[config.mk]
export PLATFORM = sky130hd
export DESIGN_NAME = rgb_pattern_step_decode
export DESIGN_NICKNAME = d
export VERILOG_FILES = /design/src/verilog/rgb_step_pkg.sv /design/src/verilog/step_memory.sv /design/src/verilog/rgb_pattern_step_decode.sv
export SDC_FILE = /design/constraint.sdc
export NUM_CORES = 1
export LEC_CHECK = 0
export ABC_AREA = 1
export BUFFER_PORTS_ARGS = -buffer_cell sky130_fd_sc_hd__buf_4
export CAP_MARGIN = 20
export CORE_MARGIN = 10
export CORE_UTILIZATION = 45
export CTS_BUF_LIST = sky130_fd_sc_hd__clkbuf_4
export CTS_CLUSTER_SIZE = 16
export DETAILED_ROUTE_END_ITERATION = 16
export MAX_ROUTING_LAYER = met4
export SYNTH_ARGS = -nofsm -noshare
export SYNTH_HDL_FRONTEND = slang
export SYNTH_SLANG_ARGS = --single-unit
[constraint.sdc]
create_clock -name ref_clk_i -period 11.1 [get_ports ref_clk_i]
set_clock_uncertainty 0.15 [all_clocks]
set_input_delay 2.22 -clock ref_clk_i [delete_from_list [all_inputs] [get_ports ref_clk_i]]
set_output_delay 2.22 -clock ref_clk_i [all_outputs]
set_load 0.02 [all_outputs]
[src/verilog/rgb_step_pkg.sv]
// rgb_step_pkg: register map, field layout, timing and decode tables
// for the blue step decoder.
// assumes a single 40 MHz clock domain and an 8-bit register port.
package rgb_step_pkg;

  // clock and time base
  localparam int CLK_HZ = 40_000_000;
  localparam int MS_PER_S = 1000;
  localparam int MS_CYCLES = CLK_HZ / MS_PER_S;

  // register port geometry
  localparam int ADDR_W = 8;
  localparam int DATA_W = 8;

  // register byte addresses
  localparam logic [7:0] PATTERN_CTRL_ADDR = 8'h11;
  localparam logic [7:0] STEP_STATUS_ADDR = 8'h12;
  localparam logic [7:0] BLUE_LEVEL_ADDR = 8'h13;
  localparam logic [7:0] BLUE_TARGET_ADDR = 8'h14;
  localparam logic [7:0] STEP_BASE_ADDR = 8'h40;
  localparam logic [7:0] SOFT_RESET_ADDR = 8'h60;

  // pattern control fields
  localparam int CTRL_LOG_BIT = 0;
  localparam int CTRL_RUN_BIT = 1;
  localparam logic [7:0] CTRL_RESET = 8'h00;
  localparam logic [7:0] CTRL_WR_MASK = 8'h03;
  localparam logic [7:0] SOFT_RESET_READ = 8'h00;
  localparam logic [7:0] UNMAPPED_READ = 8'h00;

  // step storage: two bytes per step, first byte even
  localparam int STEP_COUNT = 8;
  localparam int STEP_IDX_W = 3;
  localparam int STEP_BYTES = 16;
  localparam int STEP_AW = 4;

  // step byte layout
  localparam int DUR_HI_MSB = 1;
  localparam int DUR_HI_LSB = 0;
  localparam int DUR_LO_MSB = 7;
  localparam int DUR_LO_LSB = 6;
  localparam int BLUE_MSB = 5;
  localparam int BLUE_LSB = 3;
  localparam int RAMP_MSB = 2;
  localparam int RAMP_LSB = 0;

  localparam int LEVEL_W = 7;
  localparam int CNT_W = 32;

  typedef enum logic [2:0] {
    SEQ_IDLE,
    SEQ_FETCH_A,
    SEQ_FETCH_B,
    SEQ_LATCH,
    SEQ_RAMP,
    SEQ_HOLD
  } seq_state_type;

  typedef struct packed {
    logic [3:0] dur_code;
    logic [2:0] blue_code;
    logic [2:0] ramp_time_code;
  } step_fields_type;

  typedef struct packed {
    logic [7:0] addr;
    logic [7:0] wdata;
    logic wr;
    logic rd;
  } bus_req_type;

  // split fields of one step out of its two bytes
  function automatic step_fields_type decode_step(input logic [7:0] byte_a,
                                                  input logic [7:0] byte_b);
    step_fields_type f;
    f.dur_code = {byte_a[DUR_HI_MSB:DUR_HI_LSB],
                  byte_b[DUR_LO_MSB:DUR_LO_LSB]};
    f.blue_code = byte_b[BLUE_MSB:BLUE_LSB];
    f.ramp_time_code = byte_b[RAMP_MSB:RAMP_LSB];
    return f;
  endfunction

  // percent of full-scale current
  function automatic logic [6:0] blue_pct(input logic [2:0] code,
                                          input logic log_curve);
    logic [6:0] pct;
    pct = 7'h00;
    if (log_curve) begin
      case (code)
        3'h1: pct = 7'h01;
        3'h2: pct = 7'h02;
        3'h3: pct = 7'h04;
        3'h4: pct = 7'h0a;
        3'h5: pct = 7'h15;
        3'h6: pct = 7'h2e;
        3'h7: pct = 7'h64;
        default: pct = 7'h00;
      endcase
    end else begin
      case (code)
        3'h1: pct = 7'h07;
        3'h2: pct = 7'h0e;
        3'h3: pct = 7'h15;
        3'h4: pct = 7'h20;
        3'h5: pct = 7'h2e;
        3'h6: pct = 7'h47;
        3'h7: pct = 7'h64;
        default: pct = 7'h00;
      endcase
    end
    return pct;
  endfunction

  // colour transition time in ms
  function automatic int ramp_ms(input logic [2:0] code);
    int ms;
    case (code)
      3'h1: ms = 55;
      3'h2: ms = 110;
      3'h3: ms = 221;
      3'h4: ms = 442;
      3'h5: ms = 885;
      3'h6: ms = 1770;
      3'h7: ms = 3539;
      default: ms = 0;
    endcase
    return ms;
  endfunction

  // step length in ms
  function automatic int step_ms(input logic [3:0] code);
    int ms;
    case (code)
      4'h1: ms = 393;
      4'h2: ms = 590;
      4'h3: ms = 786;
      4'h4: ms = 983;
      4'h5: ms = 1180;
      4'h6: ms = 1376;
      4'h7: ms = 1573;
      4'h8: ms = 1769;
      4'h9: ms = 1966;
      4'ha: ms = 2163;
      4'hb: ms = 2359;
      4'hc: ms = 2556;
      4'hd: ms = 2753;
      4'he: ms = 2949;
      4'hf: ms = 3146;
      default: ms = 197;
    endcase
    return ms;
  endfunction

endpackage

[src/verilog/step_memory.sv]
// step_memory: small byte store with one write port and two read ports,
// each read port returning registered data one cycle after its address.
// assumes a synchronous clear pulse from the owner's soft reset.
`timescale 1ns/1ps
`default_nettype none
module step_memory #(
  parameter int WIDTH = 8,
  parameter int DEPTH = 16,
  parameter int AW = 4
) (
  // clock and reset
  input wire logic ref_clk_i,
  input wire logic rst_n_i,
  input wire logic clr_i,
  // write port
  input wire logic wr_en_i,
  input wire logic [AW-1:0] wr_addr_i,
  input wire logic [WIDTH-1:0] wr_data_i,
  // read ports
  input wire logic [AW-1:0] rd_a_addr_i,
  output logic [WIDTH-1:0] rd_a_data_o,
  input wire logic [AW-1:0] rd_b_addr_i,
  output logic [WIDTH-1:0] rd_b_data_o
);

  logic [WIDTH-1:0] mem [DEPTH];

  always_ff @(posedge ref_clk_i or negedge rst_n_i) begin
    if (!rst_n_i) begin
      for (int i = 0; i < DEPTH; i++) begin
        mem[i] <= '0;
      end
      rd_a_data_o <= '0;
      rd_b_data_o <= '0;
    end else begin
      if (clr_i) begin
        for (int i = 0; i < DEPTH; i++) begin
          mem[i] <= '0;
        end
      end else if (wr_en_i) begin
        mem[wr_addr_i] <= wr_data_i;
      end
      rd_a_data_o <= mem[rd_a_addr_i];
      rd_b_data_o <= mem[rd_b_addr_i];
    end
  end

endmodule
`default_nettype wire

[src/verilog/rgb_pattern_step_decode.sv]
// rgb_pattern_step_decode: register port, step store and blue step
// sequencer with intensity, transition and step length decode.
// assumes an 8-bit register master that never waits and one 40 MHz clock.
//
// Operation
// - step length code 0..15 gives 197 ms up to 3146 ms.
// - blue code from bits 5..3 of byte B, linear percent curve.
// - logarithmic mode maps blue codes to 0,1,2,4,10,21,46,100 percent.
// - one curve-select bit in pattern control picks linear or log.
// - bits 2..0 of byte B give transition time 0 up to 3539 ms.
// - any write to address 60h resets the whole device.
// - reading address 60h always returns zero.
//
// Design decision made here: the strobed register port.
`timescale 1ns/1ps
`default_nettype none
module rgb_pattern_step_decode #(
  parameter int CYCLES_PER_MS = rgb_step_pkg::MS_CYCLES
) (
  // clock and reset
  input wire logic ref_clk_i,
  input wire logic rst_n_i,
  // register port
  input wire logic [7:0] reg_addr_i,
  input wire logic [7:0] reg_wdata_i,
  input wire logic reg_wr_i,
  input wire logic reg_rd_i,
  output logic [7:0] reg_rdata_o,
  // pattern outputs
  output logic [6:0] blue_level_o,
  output logic [2:0] step_index_o,
  output logic ramp_active_o,
  output logic soft_reset_o
);

  function automatic logic in_step_range(input logic [7:0] addr);
    return addr[7:4] == rgb_step_pkg::STEP_BASE_ADDR[7:4];
  endfunction

  rgb_step_pkg::bus_req_type req;
  assign req = '{addr: reg_addr_i, wdata: reg_wdata_i,
                 wr: reg_wr_i, rd: reg_rd_i};

  // register port state
  logic [7:0] ctrl, next_ctrl;
  logic [7:0] rd_data, next_rd_data;
  logic rd_mem, next_rd_mem;
  logic soft_rst, next_soft_rst;

  // sequencer state
  rgb_step_pkg::seq_state_type state, next_state;
  logic [2:0] idx, next_idx;
  logic [7:0] byte_a, next_byte_a;
  logic [6:0] span, next_span;
  logic [6:0] level, next_level;
  logic [6:0] target, next_target;
  logic [31:0] step_cycles, next_step_cycles;
  logic [31:0] ramp_cycles, next_ramp_cycles;
  logic [31:0] cnt, next_cnt;
  logic [31:0] acc, next_acc;

  logic [7:0] mem_a_data;
  logic [7:0] mem_b_data;
  logic [3:0] mem_b_addr;
  logic mem_wr;
  logic run;
  logic log_curve;
  rgb_step_pkg::step_fields_type lat_fields;
  logic [6:0] lat_target;
  logic [6:0] diff;
  logic [31:0] acc_sum;
  logic step_end;

  assign run = ctrl[rgb_step_pkg::CTRL_RUN_BIT];
  assign log_curve = ctrl[rgb_step_pkg::CTRL_LOG_BIT];
  assign mem_wr = req.wr && in_step_range(req.addr) && !soft_rst;
  assign mem_b_addr = {idx, state == rgb_step_pkg::SEQ_FETCH_B};

  step_memory #(
    .WIDTH(rgb_step_pkg::DATA_W),
    .DEPTH(rgb_step_pkg::STEP_BYTES),
    .AW(rgb_step_pkg::STEP_AW)
  ) u_step_memory (
    .ref_clk_i(ref_clk_i),
    .rst_n_i(rst_n_i),
    .clr_i(soft_rst),
    .wr_en_i(mem_wr),
    .wr_addr_i(req.addr[3:0]),
    .wr_data_i(req.wdata),
    .rd_a_addr_i(req.addr[3:0]),
    .rd_a_data_o(mem_a_data),
    .rd_b_addr_i(mem_b_addr),
    .rd_b_data_o(mem_b_data)
  );

  // register port
  always_comb begin
    next_ctrl = ctrl;
    next_rd_data = rgb_step_pkg::UNMAPPED_READ;
    next_rd_mem = 1'b0;
    next_soft_rst = req.wr && req.addr == rgb_step_pkg::SOFT_RESET_ADDR;
    if (soft_rst) begin
      next_ctrl = rgb_step_pkg::CTRL_RESET;
    end else if (req.wr && req.addr == rgb_step_pkg::PATTERN_CTRL_ADDR) begin
      next_ctrl = req.wdata & rgb_step_pkg::CTRL_WR_MASK;
    end
    if (req.rd) begin
      if (in_step_range(req.addr)) begin
        next_rd_mem = 1'b1;
      end else if (req.addr == rgb_step_pkg::PATTERN_CTRL_ADDR) begin
        next_rd_data = ctrl;
      end else if (req.addr == rgb_step_pkg::STEP_STATUS_ADDR) begin
        next_rd_data = {3'h0, state == rgb_step_pkg::SEQ_RAMP,
                        state != rgb_step_pkg::SEQ_IDLE, idx};
      end else if (req.addr == rgb_step_pkg::BLUE_LEVEL_ADDR) begin
        next_rd_data = {1'b0, level};
      end else if (req.addr == rgb_step_pkg::BLUE_TARGET_ADDR) begin
        next_rd_data = {1'b0, target};
      end else if (req.addr == rgb_step_pkg::SOFT_RESET_ADDR) begin
        next_rd_data = rgb_step_pkg::SOFT_RESET_READ;
      end
    end
  end

  always_ff @(posedge ref_clk_i or negedge rst_n_i) begin
    if (!rst_n_i) begin
      ctrl <= rgb_step_pkg::CTRL_RESET;
      rd_data <= 8'h00;
      rd_mem <= 1'b0;
      soft_rst <= 1'b0;
    end else begin
      ctrl <= next_ctrl;
      rd_data <= next_rd_data;
      rd_mem <= next_rd_mem;
      soft_rst <= next_soft_rst;
    end
  end

  assign reg_rdata_o = rd_mem ? mem_a_data : rd_data;

  // step decode and ramp arithmetic
  assign lat_fields = rgb_step_pkg::decode_step(byte_a, mem_b_data);
  assign lat_target = rgb_step_pkg::blue_pct(lat_fields.blue_code,
                                             log_curve);
  // span is fixed at latch so the ramp rate stays even to the end
  assign diff = (lat_target > level) ? 7'(lat_target - level)
                                     : 7'(level - lat_target);
  assign acc_sum = acc + {25'h0, span};
  assign step_end = (state == rgb_step_pkg::SEQ_RAMP ||
                     state == rgb_step_pkg::SEQ_HOLD) &&
                    cnt == step_cycles - 32'h1;

  // sequencer
  always_comb begin
    next_state = state;
    next_idx = idx;
    next_byte_a = byte_a;
    next_span = span;
    next_level = level;
    next_target = target;
    next_step_cycles = step_cycles;
    next_ramp_cycles = ramp_cycles;
    next_cnt = cnt;
    next_acc = acc;
    if (soft_rst) begin
      next_state = rgb_step_pkg::SEQ_IDLE;
      next_idx = 3'h0;
      next_byte_a = 8'h00;
      next_span = 7'h00;
      next_level = 7'h00;
      next_target = 7'h00;
      next_step_cycles = 32'h0;
      next_ramp_cycles = 32'h0;
      next_cnt = 32'h0;
      next_acc = 32'h0;
    end else begin
      case (state)
        rgb_step_pkg::SEQ_IDLE: begin
          if (run) begin
            next_state = rgb_step_pkg::SEQ_FETCH_A;
          end
        end
        rgb_step_pkg::SEQ_FETCH_A: begin
          next_state = rgb_step_pkg::SEQ_FETCH_B;
        end
        rgb_step_pkg::SEQ_FETCH_B: begin
          next_byte_a = mem_b_data;
          next_state = rgb_step_pkg::SEQ_LATCH;
        end
        rgb_step_pkg::SEQ_LATCH: begin
          next_span = diff;
          next_target = lat_target;
          next_step_cycles = 32'(rgb_step_pkg::step_ms(lat_fields.dur_code)
                                 * CYCLES_PER_MS);
          next_ramp_cycles = 32'(rgb_step_pkg::ramp_ms(
                                 lat_fields.ramp_time_code)
                                 * CYCLES_PER_MS);
          next_cnt = 32'h0;
          next_acc = 32'h0;
          next_state = rgb_step_pkg::SEQ_RAMP;
        end
        rgb_step_pkg::SEQ_RAMP: begin
          next_cnt = cnt + 32'h1;
          if (ramp_cycles == 32'h0 || level == target) begin
            next_level = target;
            next_state = rgb_step_pkg::SEQ_HOLD;
          end else if (acc_sum >= ramp_cycles) begin
            // one percent per overflow spreads the change over the ramp
            next_acc = acc_sum - ramp_cycles;
            next_level = (target > level) ? 7'(level + 7'h01)
                                          : 7'(level - 7'h01);
          end else begin
            next_acc = acc_sum;
          end
        end
        rgb_step_pkg::SEQ_HOLD: begin
          next_cnt = cnt + 32'h1;
        end
        default: begin
          next_state = rgb_step_pkg::SEQ_IDLE;
        end
      endcase
      if (step_end) begin
        next_idx = 3'(idx + 3'h1);
        next_cnt = 32'h0;
        next_state = rgb_step_pkg::SEQ_FETCH_A;
      end
      if (!run) begin
        next_state = rgb_step_pkg::SEQ_IDLE;
        next_idx = 3'h0;
      end
    end
  end

  always_ff @(posedge ref_clk_i or negedge rst_n_i) begin
    if (!rst_n_i) begin
      state <= rgb_step_pkg::SEQ_IDLE;
      idx <= 3'h0;
      byte_a <= 8'h00;
      span <= 7'h00;
      level <= 7'h00;
      target <= 7'h00;
      step_cycles <= 32'h0;
      ramp_cycles <= 32'h0;
      cnt <= 32'h0;
      acc <= 32'h0;
    end else begin
      state <= next_state;
      idx <= next_idx;
      byte_a <= next_byte_a;
      span <= next_span;
      level <= next_level;
      target <= next_target;
      step_cycles <= next_step_cycles;
      ramp_cycles <= next_ramp_cycles;
      cnt <= next_cnt;
      acc <= next_acc;
    end
  end

  assign blue_level_o = level;
  assign step_index_o = idx;
  assign ramp_active_o = state == rgb_step_pkg::SEQ_RAMP;
  assign soft_reset_o = soft_rst;

  logic latch_now;
  assign latch_now = state == rgb_step_pkg::SEQ_LATCH && run && !soft_rst;
endmodule
`default_nettype wire

# Yosys cells after proc, flatten, opt, wreduce, memory -nomap -nowiden
# Memory sizes are Yosys's and may differ from the RTL's.
# Cells that the tools add are included.
[classes]
addsub = 9
mul = 2
div_mod_pow = 0
order_cmp = 6
eq_ne = 31
shift = 0
n_mux = 61
bitwise = 2
reduce_logical = 24
[op_table]
columns = ["cell", "count"]
rows = [
  ["$mux 32", 13],
  ["$mux 128", 2],
  ["$bwmux 128", 1],
  ["$pmux 32 s2", 2],
  ["$mux 7", 14],
  ["$pmux 7 s7", 2],
  ["$mux 8", 11],
  ["$pmux 12 s7", 1],
  ["$bmux 8 s4", 2],
  ["$mul 32x11->26 const B", 2],
  ["$add 32x1->32 const B", 1],
  ["$add 32x7->32", 1],
  ["$demux 8 s4", 1],
  ["$eq 32x32->1", 1],
  ["$eq 8x5->1 const B", 4],
  ["$ge 32x32->1", 1],
  ["$logic_not 32->1", 1],
  ["$sub 32x1->32 const B", 1],
  ["$sub 32x32->32", 1],
  ["$eq 3x3->1 const B", 10],
  ["$mux 3", 7],
  ["$eq 3x2->1 const B", 6],
  ["$pmux 3 s6", 1],
  ["$gt 7x7->1", 2],
  ["26 further kinds", 47],
]
[word_totals]
reg_bits = 319
latch_bits = 0
ramBits = 0
rom_bits = 192
inputBits = 20
output_inout_bits = 20
wordCells = 168
mem_count = 1
[mem_list]
columns = ["memory", "words", "width", "rd", "rd_clocked_by_memory_dff", "write_ports", "line_no", "text"]
rows = [
  ["(no name shown)", 16, 12, 1, 0, 0, "rgb_step_pkg.sv:133", "case (code)"],
]

# Depth between registers and ports, before layout
# Gate-level depths: netlist of the first run.
[depth]
depth_word = 8
depth_mapped = 29

# Cells and area by module
# Synthesis of the first run repeated with hierarchy kept, for this count alone.
[hier_totals]
hier_cells = 3300
hier_area_um2 = 24073.1
[modules_own_cells]
columns = ["module", "instances", "cells_each", "area_per_inst_um2", "seq_area_each_um2"]
rows = [
  ["rgb_pattern_step_decode", 1, 2267, 16236.8, 3753.6],
  ["step_memory", 1, 1033, 7836.3, 3603.5],
]

# Worst setup path after synthesis of the first run
# Ideal clock, no wire load.
[synth_timing]
path_type = "register -> register"
start = "register byte_a[0]"
end = "register step_cycles[23]"
arrival_time_ns = 4.745
required_time_ns = 10.832
setup_slack_ns = 6.087
path_stages_with_launch = 27
period_less_slack_ns = 5.013
path_cell_list = "dfrtp_1 -> clkbuf_1 -> nor2_1 -> inv_1 -> o21ai_0 -> o22ai_1 -> ha_1 -> ha_1 -> inv_1 -> fa_1 -> inv_1 -> fa_1 -> inv_1 -> fa_1 -> inv_1 -> ha_1 -> nor2_1 -> a31oi_1 -> inv_1 -> nor2_1 -> nor2_1 -> o21ai_0 -> nand2_1 -> nand2_1 -> nand2_1 -> nand3_1 -> nand2_1"
[synth_via]
elab_chain_cells = 6
[synth_rtl]
columns = ["item", "line_no", "text"]
rows = [
  ["from (decl)", "rgb_pattern_step_decode.sv:53", "logic [7:0] byte_a, next_byte_a;"],
  ["from (signal assigned)", "rgb_pattern_step_decode.sv:250", "byte_a <= next_byte_a;"],
  ["$mem_v2 16x12", "-", ""],
  ["$mux 32", "rgb_pattern_step_decode.sv:177", "case (state)"],
  ["$mux 32", "rgb_pattern_step_decode.sv:165", "if (soft_rst) begin"],
  ["$mul 32x11->26", "rgb_pattern_step_decode.sv:194", "* CYCLES_PER_MS);"],
  ["$mux 32", "rgb_pattern_step_decode.sv:177", ""],
  ["$mux 32", "rgb_pattern_step_decode.sv:165", ""],
  ["to (signal assigned)", "rgb_pattern_step_decode.sv:254", "step_cycles <= next_step_cycles;"],
  ["to (decl)", "rgb_pattern_step_decode.sv:57", "logic [31:0] step_cycles, next_step_cycles;"],
]
# Every way passes these cells. The select of a mux whose other input is x is not followed.
# A chain may end at the register's enable or synchronous reset.

# Worst setup path in the final report of the first run
[layout_timing]
start = "register byte_a[1]"
end = "register step_cycles[21]"
# Same word-level chain as after synthesis.

==> flow_summary.yaml, run 1 <==
synth:
  syn_nets: 3283
  synth_cell_types: 54
  synth_area_um2: 22600
  syn_area_per_cell_um2: 7.49
  synth_edf_count: 0
  ys_seq_elements: 294
  yosysMostFrequentCell: "nand2_1"
  synth_commonest_cells: "612 x nand2_1, 466 x inv_1, 308 x o21ai_0, 294 x dfrtp_1, 234 x nor2_1"
  ys_warn_count: 0
  synth_top_cell_area_share_pct: 32.6
  netlist.top_cell.by_area: "dfrtp_1"
  ys_top_cells_by_area: "dfrtp_1 33%, ha_1 11%, nand2_1 10%"
  synth_cells: 3018
  synth_ff_type: "dfrtp_1"
  ys_async_sr_fraction_pct: 100
  ys_seq_area_share_pct: 32.6
timing:
  timing.final.ws_setup_ns: 5.51
  post-route-min-period_ns: 5.59
  whs_ns: 0.336
  hold_viol_final: 0
  finalMaxSlewViolations: 0
  fin_tns_setup_ns: 0
  fmax_ghz: 0.179
  worst_pin_slew_ns: 1.01
  period_share_pct: 50.3
  setup_viol: 0
  relSlewSlack_pct: 32.3
  rsz0062_at_grt: "false"
place:
  portBuffers: 39
  pre_cts_slack_ns: 5.50
  gp_congestion: 0.923
  dp_hpwl_um: 52100
die:
  pin_count: 40
  rows: 82
  initial_core_util_pct: 45.3
  dieWidth_um: 244
  dieArea_um2: 59600
  die_y_um: 244
  coreArea_um2: 49900
clock_tree:
  cts_tree: "yes"
  cts_sinks: 294
  clk_pin_slew_ns: 0.07
  numCtsBuffers: 87
  cts_root_buf: "clkbuf_4"
  cts_buffer_depth: 3
  cts_setup_buffers: 0
  cts_hold_buf: 0
  cts-resized-gates: 0
  h-tree-depth: 3
  insertion_delay_ns: 0.86
setup_path:
  crit_chain: "inv_1 > o21ai_0 > o22ai_1 > ha_1 > ha_1 > inv_1 > fa_1 > inv_1 > fa_1 > inv_1 > fa_1 > inv_1 > ha_1 > nor2_1 > a31oi_1 > inv_1 > nor2_1 > nor2_1 > o21ai_0 > a21oi_1 > o21ai_0 > o21ai_0"
  arrival_ns: 6.15
  worst-path-buf-inv: 6
  cp_max_fo: 11
  cp_common_cell: "inv_1"
  start_kind: "flop"
  slowest_delay_ns: 0.53
  crit_type: "flop to flop"
  critPathSlowestCell: "fa_1"
  end_kind: "flop"
  cpLargestDelayFamily: "adder cells"
  worst_ep_required_time_ns: 11.67
pwr:
  p_per_area_nw_per_um2: 187
  ir_worst_vdd_mv: 0.126
  p_leak_nw: 12.5
global_routing:
  grt_pass1_wl_um: 114000
  grt_pass1_vias: 20764
  antenna_found_initial: 2
  grt_max_degree: 105
  grt_overflow: 0
  grt_usage_pct: 24.3
final_layout:
  fin_util_pct: 49.3
  fillers: 5026
  finalNetCount: 3342
  area_delta_synth_final_pct: 8.90
  drive_gt1_share_pct: 7.73
run_status:
  outcome: "complete, no violations"
routing:
  drt-vias-per-instance: 5.58
  wl_per_cell_um: 18.7
  ant_nets: 0
  drtPass1Iterations: 6
  detail_route.iter0.violations: 1847
  vias: 21300
  totalWireLength_um: 71500
  drc: 0
worst_hold_path:
  hold_path.class: "flop to flop"
flow_run:
  maxCapViolCount: 0
-- report_power, final --
group          switching (W)  internal [W]
clock network       0.000521      0.000544
logic                0.00149      0.000914
registers          0.0000282       0.00111
-- sequential cells by signal (all words and copies together), names as in the netlist --
signal,count
cnt,32
blue_level_o,7
span,7
u_step_memory.rd_b_data_o,8
target,7
state,3
step_index_o,3
u_step_memory.mem,128
byte_a,2
ramp_cycles,23
ctrl,2
acc,32
u_step_memory.rd_a_data_o,8
step_cycles,23
soft_reset_o,1
rd_data,7
rd_mem,1
-- layout make-up --
cell class	instances	area (µm²)	share of cell area (%)
sequential	294	7360	29.9
tap	672	841	3.42
multi-input combinational	2161	13100	53.1
timing repair buffer	57	435	1.77
clock inverter	31	170	0.692
clock buffer	125	938	3.81
inverter	476	1790	7.26
antenna	2	5.00	0.0203
-- cells by family after synthesis --
kind of cell               Yosys count  synth area share [%]
adders and majority gates          245                  15.1
muxes                                7                 0.349
and+or+nand+nor                   1091                  20.3
DFF                                294                  32.6
xor gates and xnor gates           110                  4.33
AOI/OAI and AO/OA                  708                  17.8
buffers and inverters              563                  9.62
-- per-layer routing --
metal	wire, µm	vias to the layer above	GRT usage (%)
li1	-	10206	-
met3	4380	175	3.73
met5	0	-	-
met2	32500	743	37.1
met1	32100	10176	31.9
met4	2510	0	9.24
-- worst reg2reg max path: cells and delay by family, from the launching register on --
family	cells	cell delay, ns
compound gates	7	1.48
fa+ha+maj	6	2.51
buf+inv	6	0.54
flops	1	0.50
simple gates	3	0.24
-- layout by cell type (no fill, tap or decap), types with 9 or more instances in the layout --
cell type / instances
o22ai_1: 159
o211ai_1: 24
buf_4: 56
fa_1: 45
nand3_1: 123
xnor2_1: 26
nor2_1: 234
nor2_2: 10
clkbuf_4: 125
o221ai_1: 11
a21oi_1: 145
o21bai_1: 9
o21ai_0: 308
dfrtp_1: 294
ha_1: 200
nor4_1: 11
xor2_1: 83
nand4_1: 46
nor3_1: 23
clkinv_1: 28
inv_1: 466
nand2_1: 611
-- worst paths after layout --
kind	slack, ns	startpoint	cells past startpoint	end
setup reg to reg	5.51	byte_a[1]	22	step_cycles[21]
hold / removal	0.34	u_step_memory.mem[24]	2	u_step_memory.mem[24]
setup / recovery	5.51	byte_a[1]	22	step_cycles[21]
hold reg to reg	0.34	u_step_memory.mem[24]	2	u_step_memory.mem[24]
max in group asynchronous	8.00	rst_n_i	2	ctrl[0]
min in group asynchronous	1.28	rst_n_i	1	cnt[13]
-- through the flow --
step | power (W) | instances | cell area [µm²]
floorplan | 0.00296 | 3018 | 22600
global placement | 0.00352 | 3660 | 23500
detailed placement | 0.00357 | 3660 | 23500
CTS | 0.00466 | 3816 | 24600
global route | 0.00510 | 3818 | 24600
finish | 0.00461 | 3818 | 24600
(Power assumes the default switching activity.)
==> run 2: changes to the inputs <==
ABC_AREA = 0   (was 1)
clock period = 5.69 ns   (was 11.1 ns; I/O delays follow)
==> flow_summary.yaml, run 2 <==
setup_path:
  arrival_ns: 5.92
  critPathSlowestCell: "fa_1"
  cp_max_fo: 10
  slowest_delay_ns: 0.47
  end_kind: "flop"
  cpLargestDelayFamily: "adder cells"
  start_kind: "flop"
  crit_type: "flop to flop"
  r2r_slack_ns: 0.28
  cp_common_cell: "ha_1"
  crit_chain: "inv_1 > ha_1 > nor2_1 > nand2_1 > nand3_1 > nand2_2 > ha_1 > ha_1 > ha_1 > xor2_1 > ha_1 > or2_2 > fa_1 > ha_1 > nand2_1 > nand4_1 > a31oi_2 > nor3_1 > a2111oi_1 > buf_4 > o2bb2ai_1 > xnor2_1 > o21ai_0"
  worst_ep_required_time_ns: 6.21
  worst-path-buf-inv: 2
final_layout:
  finalNetCount: 2743
  area_delta_synth_final_pct: 10.1
  final_cell_mix: "288 x dfrtp_1, 266 x nand2_1, 200 x ha_1"
  layout_commonest_cell: "dfrtp_1"
  regMostFlops: "u_step_memory.mem"
  fillers: 4768
  largest_register_ffs: 128
  multi_input_comb_area_um2: 14400
  largestRegisters: "u_step_memory.mem (128), acc (32), cnt (32)"
  drive_gt1_share_pct: 14.6
  regArea_um2: 7370
synth:
  netlist.top_cell.by_area: "dfrtp_1"
  synth_cell_types: 80
  ys_seq_elements: 294
  ys_async_sr_fraction_pct: 100
  yosysMostFrequentCell: "dfrtp_1"
  synth_area_um2: 22800
  synth_cells: 2434
  synth_top_cell_area_share_pct: 32.3
  syn_area_per_cell_um2: 9.37
  synth_edf_count: 0
  ys_warn_count: 0
  ys_top_cells_by_area: "dfrtp_1 32%, ha_1 11%, mux4_2 8.0%"
  synth_commonest_cells: "294 x dfrtp_1, 267 x nand2_1, 200 x ha_1, 153 x inv_1, 152 x nand3_1"
  synth_ff_type: "dfrtp_1"
  ys_seq_area_share_pct: 32.3
  syn_nets: 2699
die:
  dieArea_um2: 60100
  dieWidth_um: 245
  rows: 82
  pin_count: 40
  initial_core_util_pct: 45.5
  coreArea_um2: 50200
  die_y_um: 245
pwr:
  p_per_area_nw_per_um2: 204
  power.share.switching_pct: 30.4
  clock_power_share_pct: 40.3
  p_leak_nw: 11.9
  ir_worst_vdd_mv: 0.168
  intPower_w: 0.00356
  comb_power_share_pct: 17.1
  power_switching_w: 0.00156
  seq_power_share_pct: 42.7
clock_tree:
  insertion_delay_ns: 0.86
  cts_root_buf: "clkbuf_4"
  h-tree-depth: 3
  cts_buffer_depth: 3
  cts_sinks: 294
  cts_tree: "yes"
  numCtsBuffers: 89
  clk_pin_slew_ns: 0.07
global_routing:
  grt_overflow: 0
  antenna_found_initial: 3
  grt_pass1_wl_um: 104000
  grt_pass1_vias: 18883
  grt_max_degree: 105
  grt_usage_pct: 22.1
timing:
  fmax_ghz: 0.185
  finalMaxSlewViolations: 0
  hold_viol_final: 0
  rsz0062_at_grt: "true"
  setup_viol: 0
  post-route-min-period_ns: 5.41
  worst_pin_slew_ns: 1.08
  relSlewSlack_pct: 28.1
  fin_tns_setup_ns: 0
  period_share_pct: 95.1
  whs_ns: 0.218
routing:
  detail_route.iter0.violations: 1656
  vias: 18918
  drc: 0
  drtPass1Iterations: 5
  wl_per_cell_um: 20.1
  totalWireLength_um: 64700
  ant_nets: 0
  drt-vias-per-instance: 5.88
run_status:
  outcome: "complete, no violations"
worst_hold_path:
  hold_path.class: "input pin to async pin"
flow_run:
  maxCapViolCount: 0
place:
  dp_hpwl_um: 45300
  portBuffers: 39
  gp_congestion: 0.880
==> run 2: changes by cell type after synthesis, sizes merged, moves of 40 or more <==
| cell | before | now |
|---|---|---|
| mux2i | 0 | 73 |
| clkbuf | 67 | 125 |
| xor2 | 83 | 43 |
| nand2 | 621 | 267 |
| inv | 472 | 153 |
| mux4 | 0 | 81 |
| o21ai | 316 | 111 |
| o22ai | 159 | 5 |
| xnor2 | 26 | 82 |
| nor2 | 247 | 138 |
==> run 2: kinds of logic (layout without fill, tap and decap cells) <==
logic type               Yosys count  count (layout)  share of synthesized area (%)
AO/OA/AOI/OAI                    502             502                           14.1
XOR/XNOR                         125             125                           4.80
adder cells (fa/ha/maj)          246             246                           15.0
buffers and inverters            303             410                           5.19
flip-flops                       294             294                           32.3
multiplexers                     164             164                           11.7
other                              0               3                              0
AND/OR/NAND/NOR                  800             800                           17.0
==> run 2: routing by layer <==
layer	vias up	part of all wire (%)	track usage [%]	wire [µm]
li1	8936	-	-	-
met1	9321	45	28.8	29300
met2	553	47	35.2	30700
met3	108	4.9	3.17	3150
met4	0	2.4	6.92	1550
met5	-	0	-	0
==> run 2: repair_timing <==
item                       4_1_cts  5_1_grt
buffers inserted                 0        4
hold buffers                     0        0
setup endpoints to repair        2       17
gates resized for setup          1       16
==> run 2: final timing paths <==
path                                                    from         endpoint  cells past startpoint
worst max-delay path            u_step_memory.rd_b_data_o[2]  ramp_cycles[25]                     23
worst min register to register                       span[2]          span[2]                      2
worst max register to register  u_step_memory.rd_b_data_o[2]  ramp_cycles[25]                     23
min in group ref_clk_i                               span[2]          span[2]                      2
max in group asynchronous                            rst_n_i        byte_a[0]                      2
worst min-delay path                                 rst_n_i           cnt[2]                      1
==> run 2: cell type report <==
cell class	instances	share of cell area [%]
multi-input combinational	1837	57.2
sequential	294	29.3
clock buffer	123	3.68
tap	672	3.35
timing repair buffer	102	3.33
inverter	154	2.30
clock inverter	31	0.738
antenna	3	0.0299
==> run 2: per-stage QoR <==
step | power (W) | std cells | util [%] | instance area (µm²) | setup WS, ns
floorplan | 0.00285 | 2434 | - | 22800 | 0.201
global placement | 0.00307 | 3052 | 47.5 | 23800 | -0.131
detailed placement | 0.00309 | 3052 | 47.5 | 23800 | -0.142
CTS | 0.00518 | 3206 | 49.7 | 24900 | 0.0134
global route | 0.00543 | 3216 | 50.0 | 25100 | -0.120
finish | 0.00512 | 3216 | 50.0 | 25100 | 0.280
==> run 2: power by group through the flow <==
stage                     clock, W  sequential [W]  combinational [W]
after floorplan                  0         0.00221           0.000640
after global placement           0         0.00222           0.000852
after detailed placement         0         0.00222           0.000867
after CTS                  0.00213         0.00218           0.000873
after global routing       0.00225         0.00219           0.000996
final                      0.00206         0.00219           0.000876
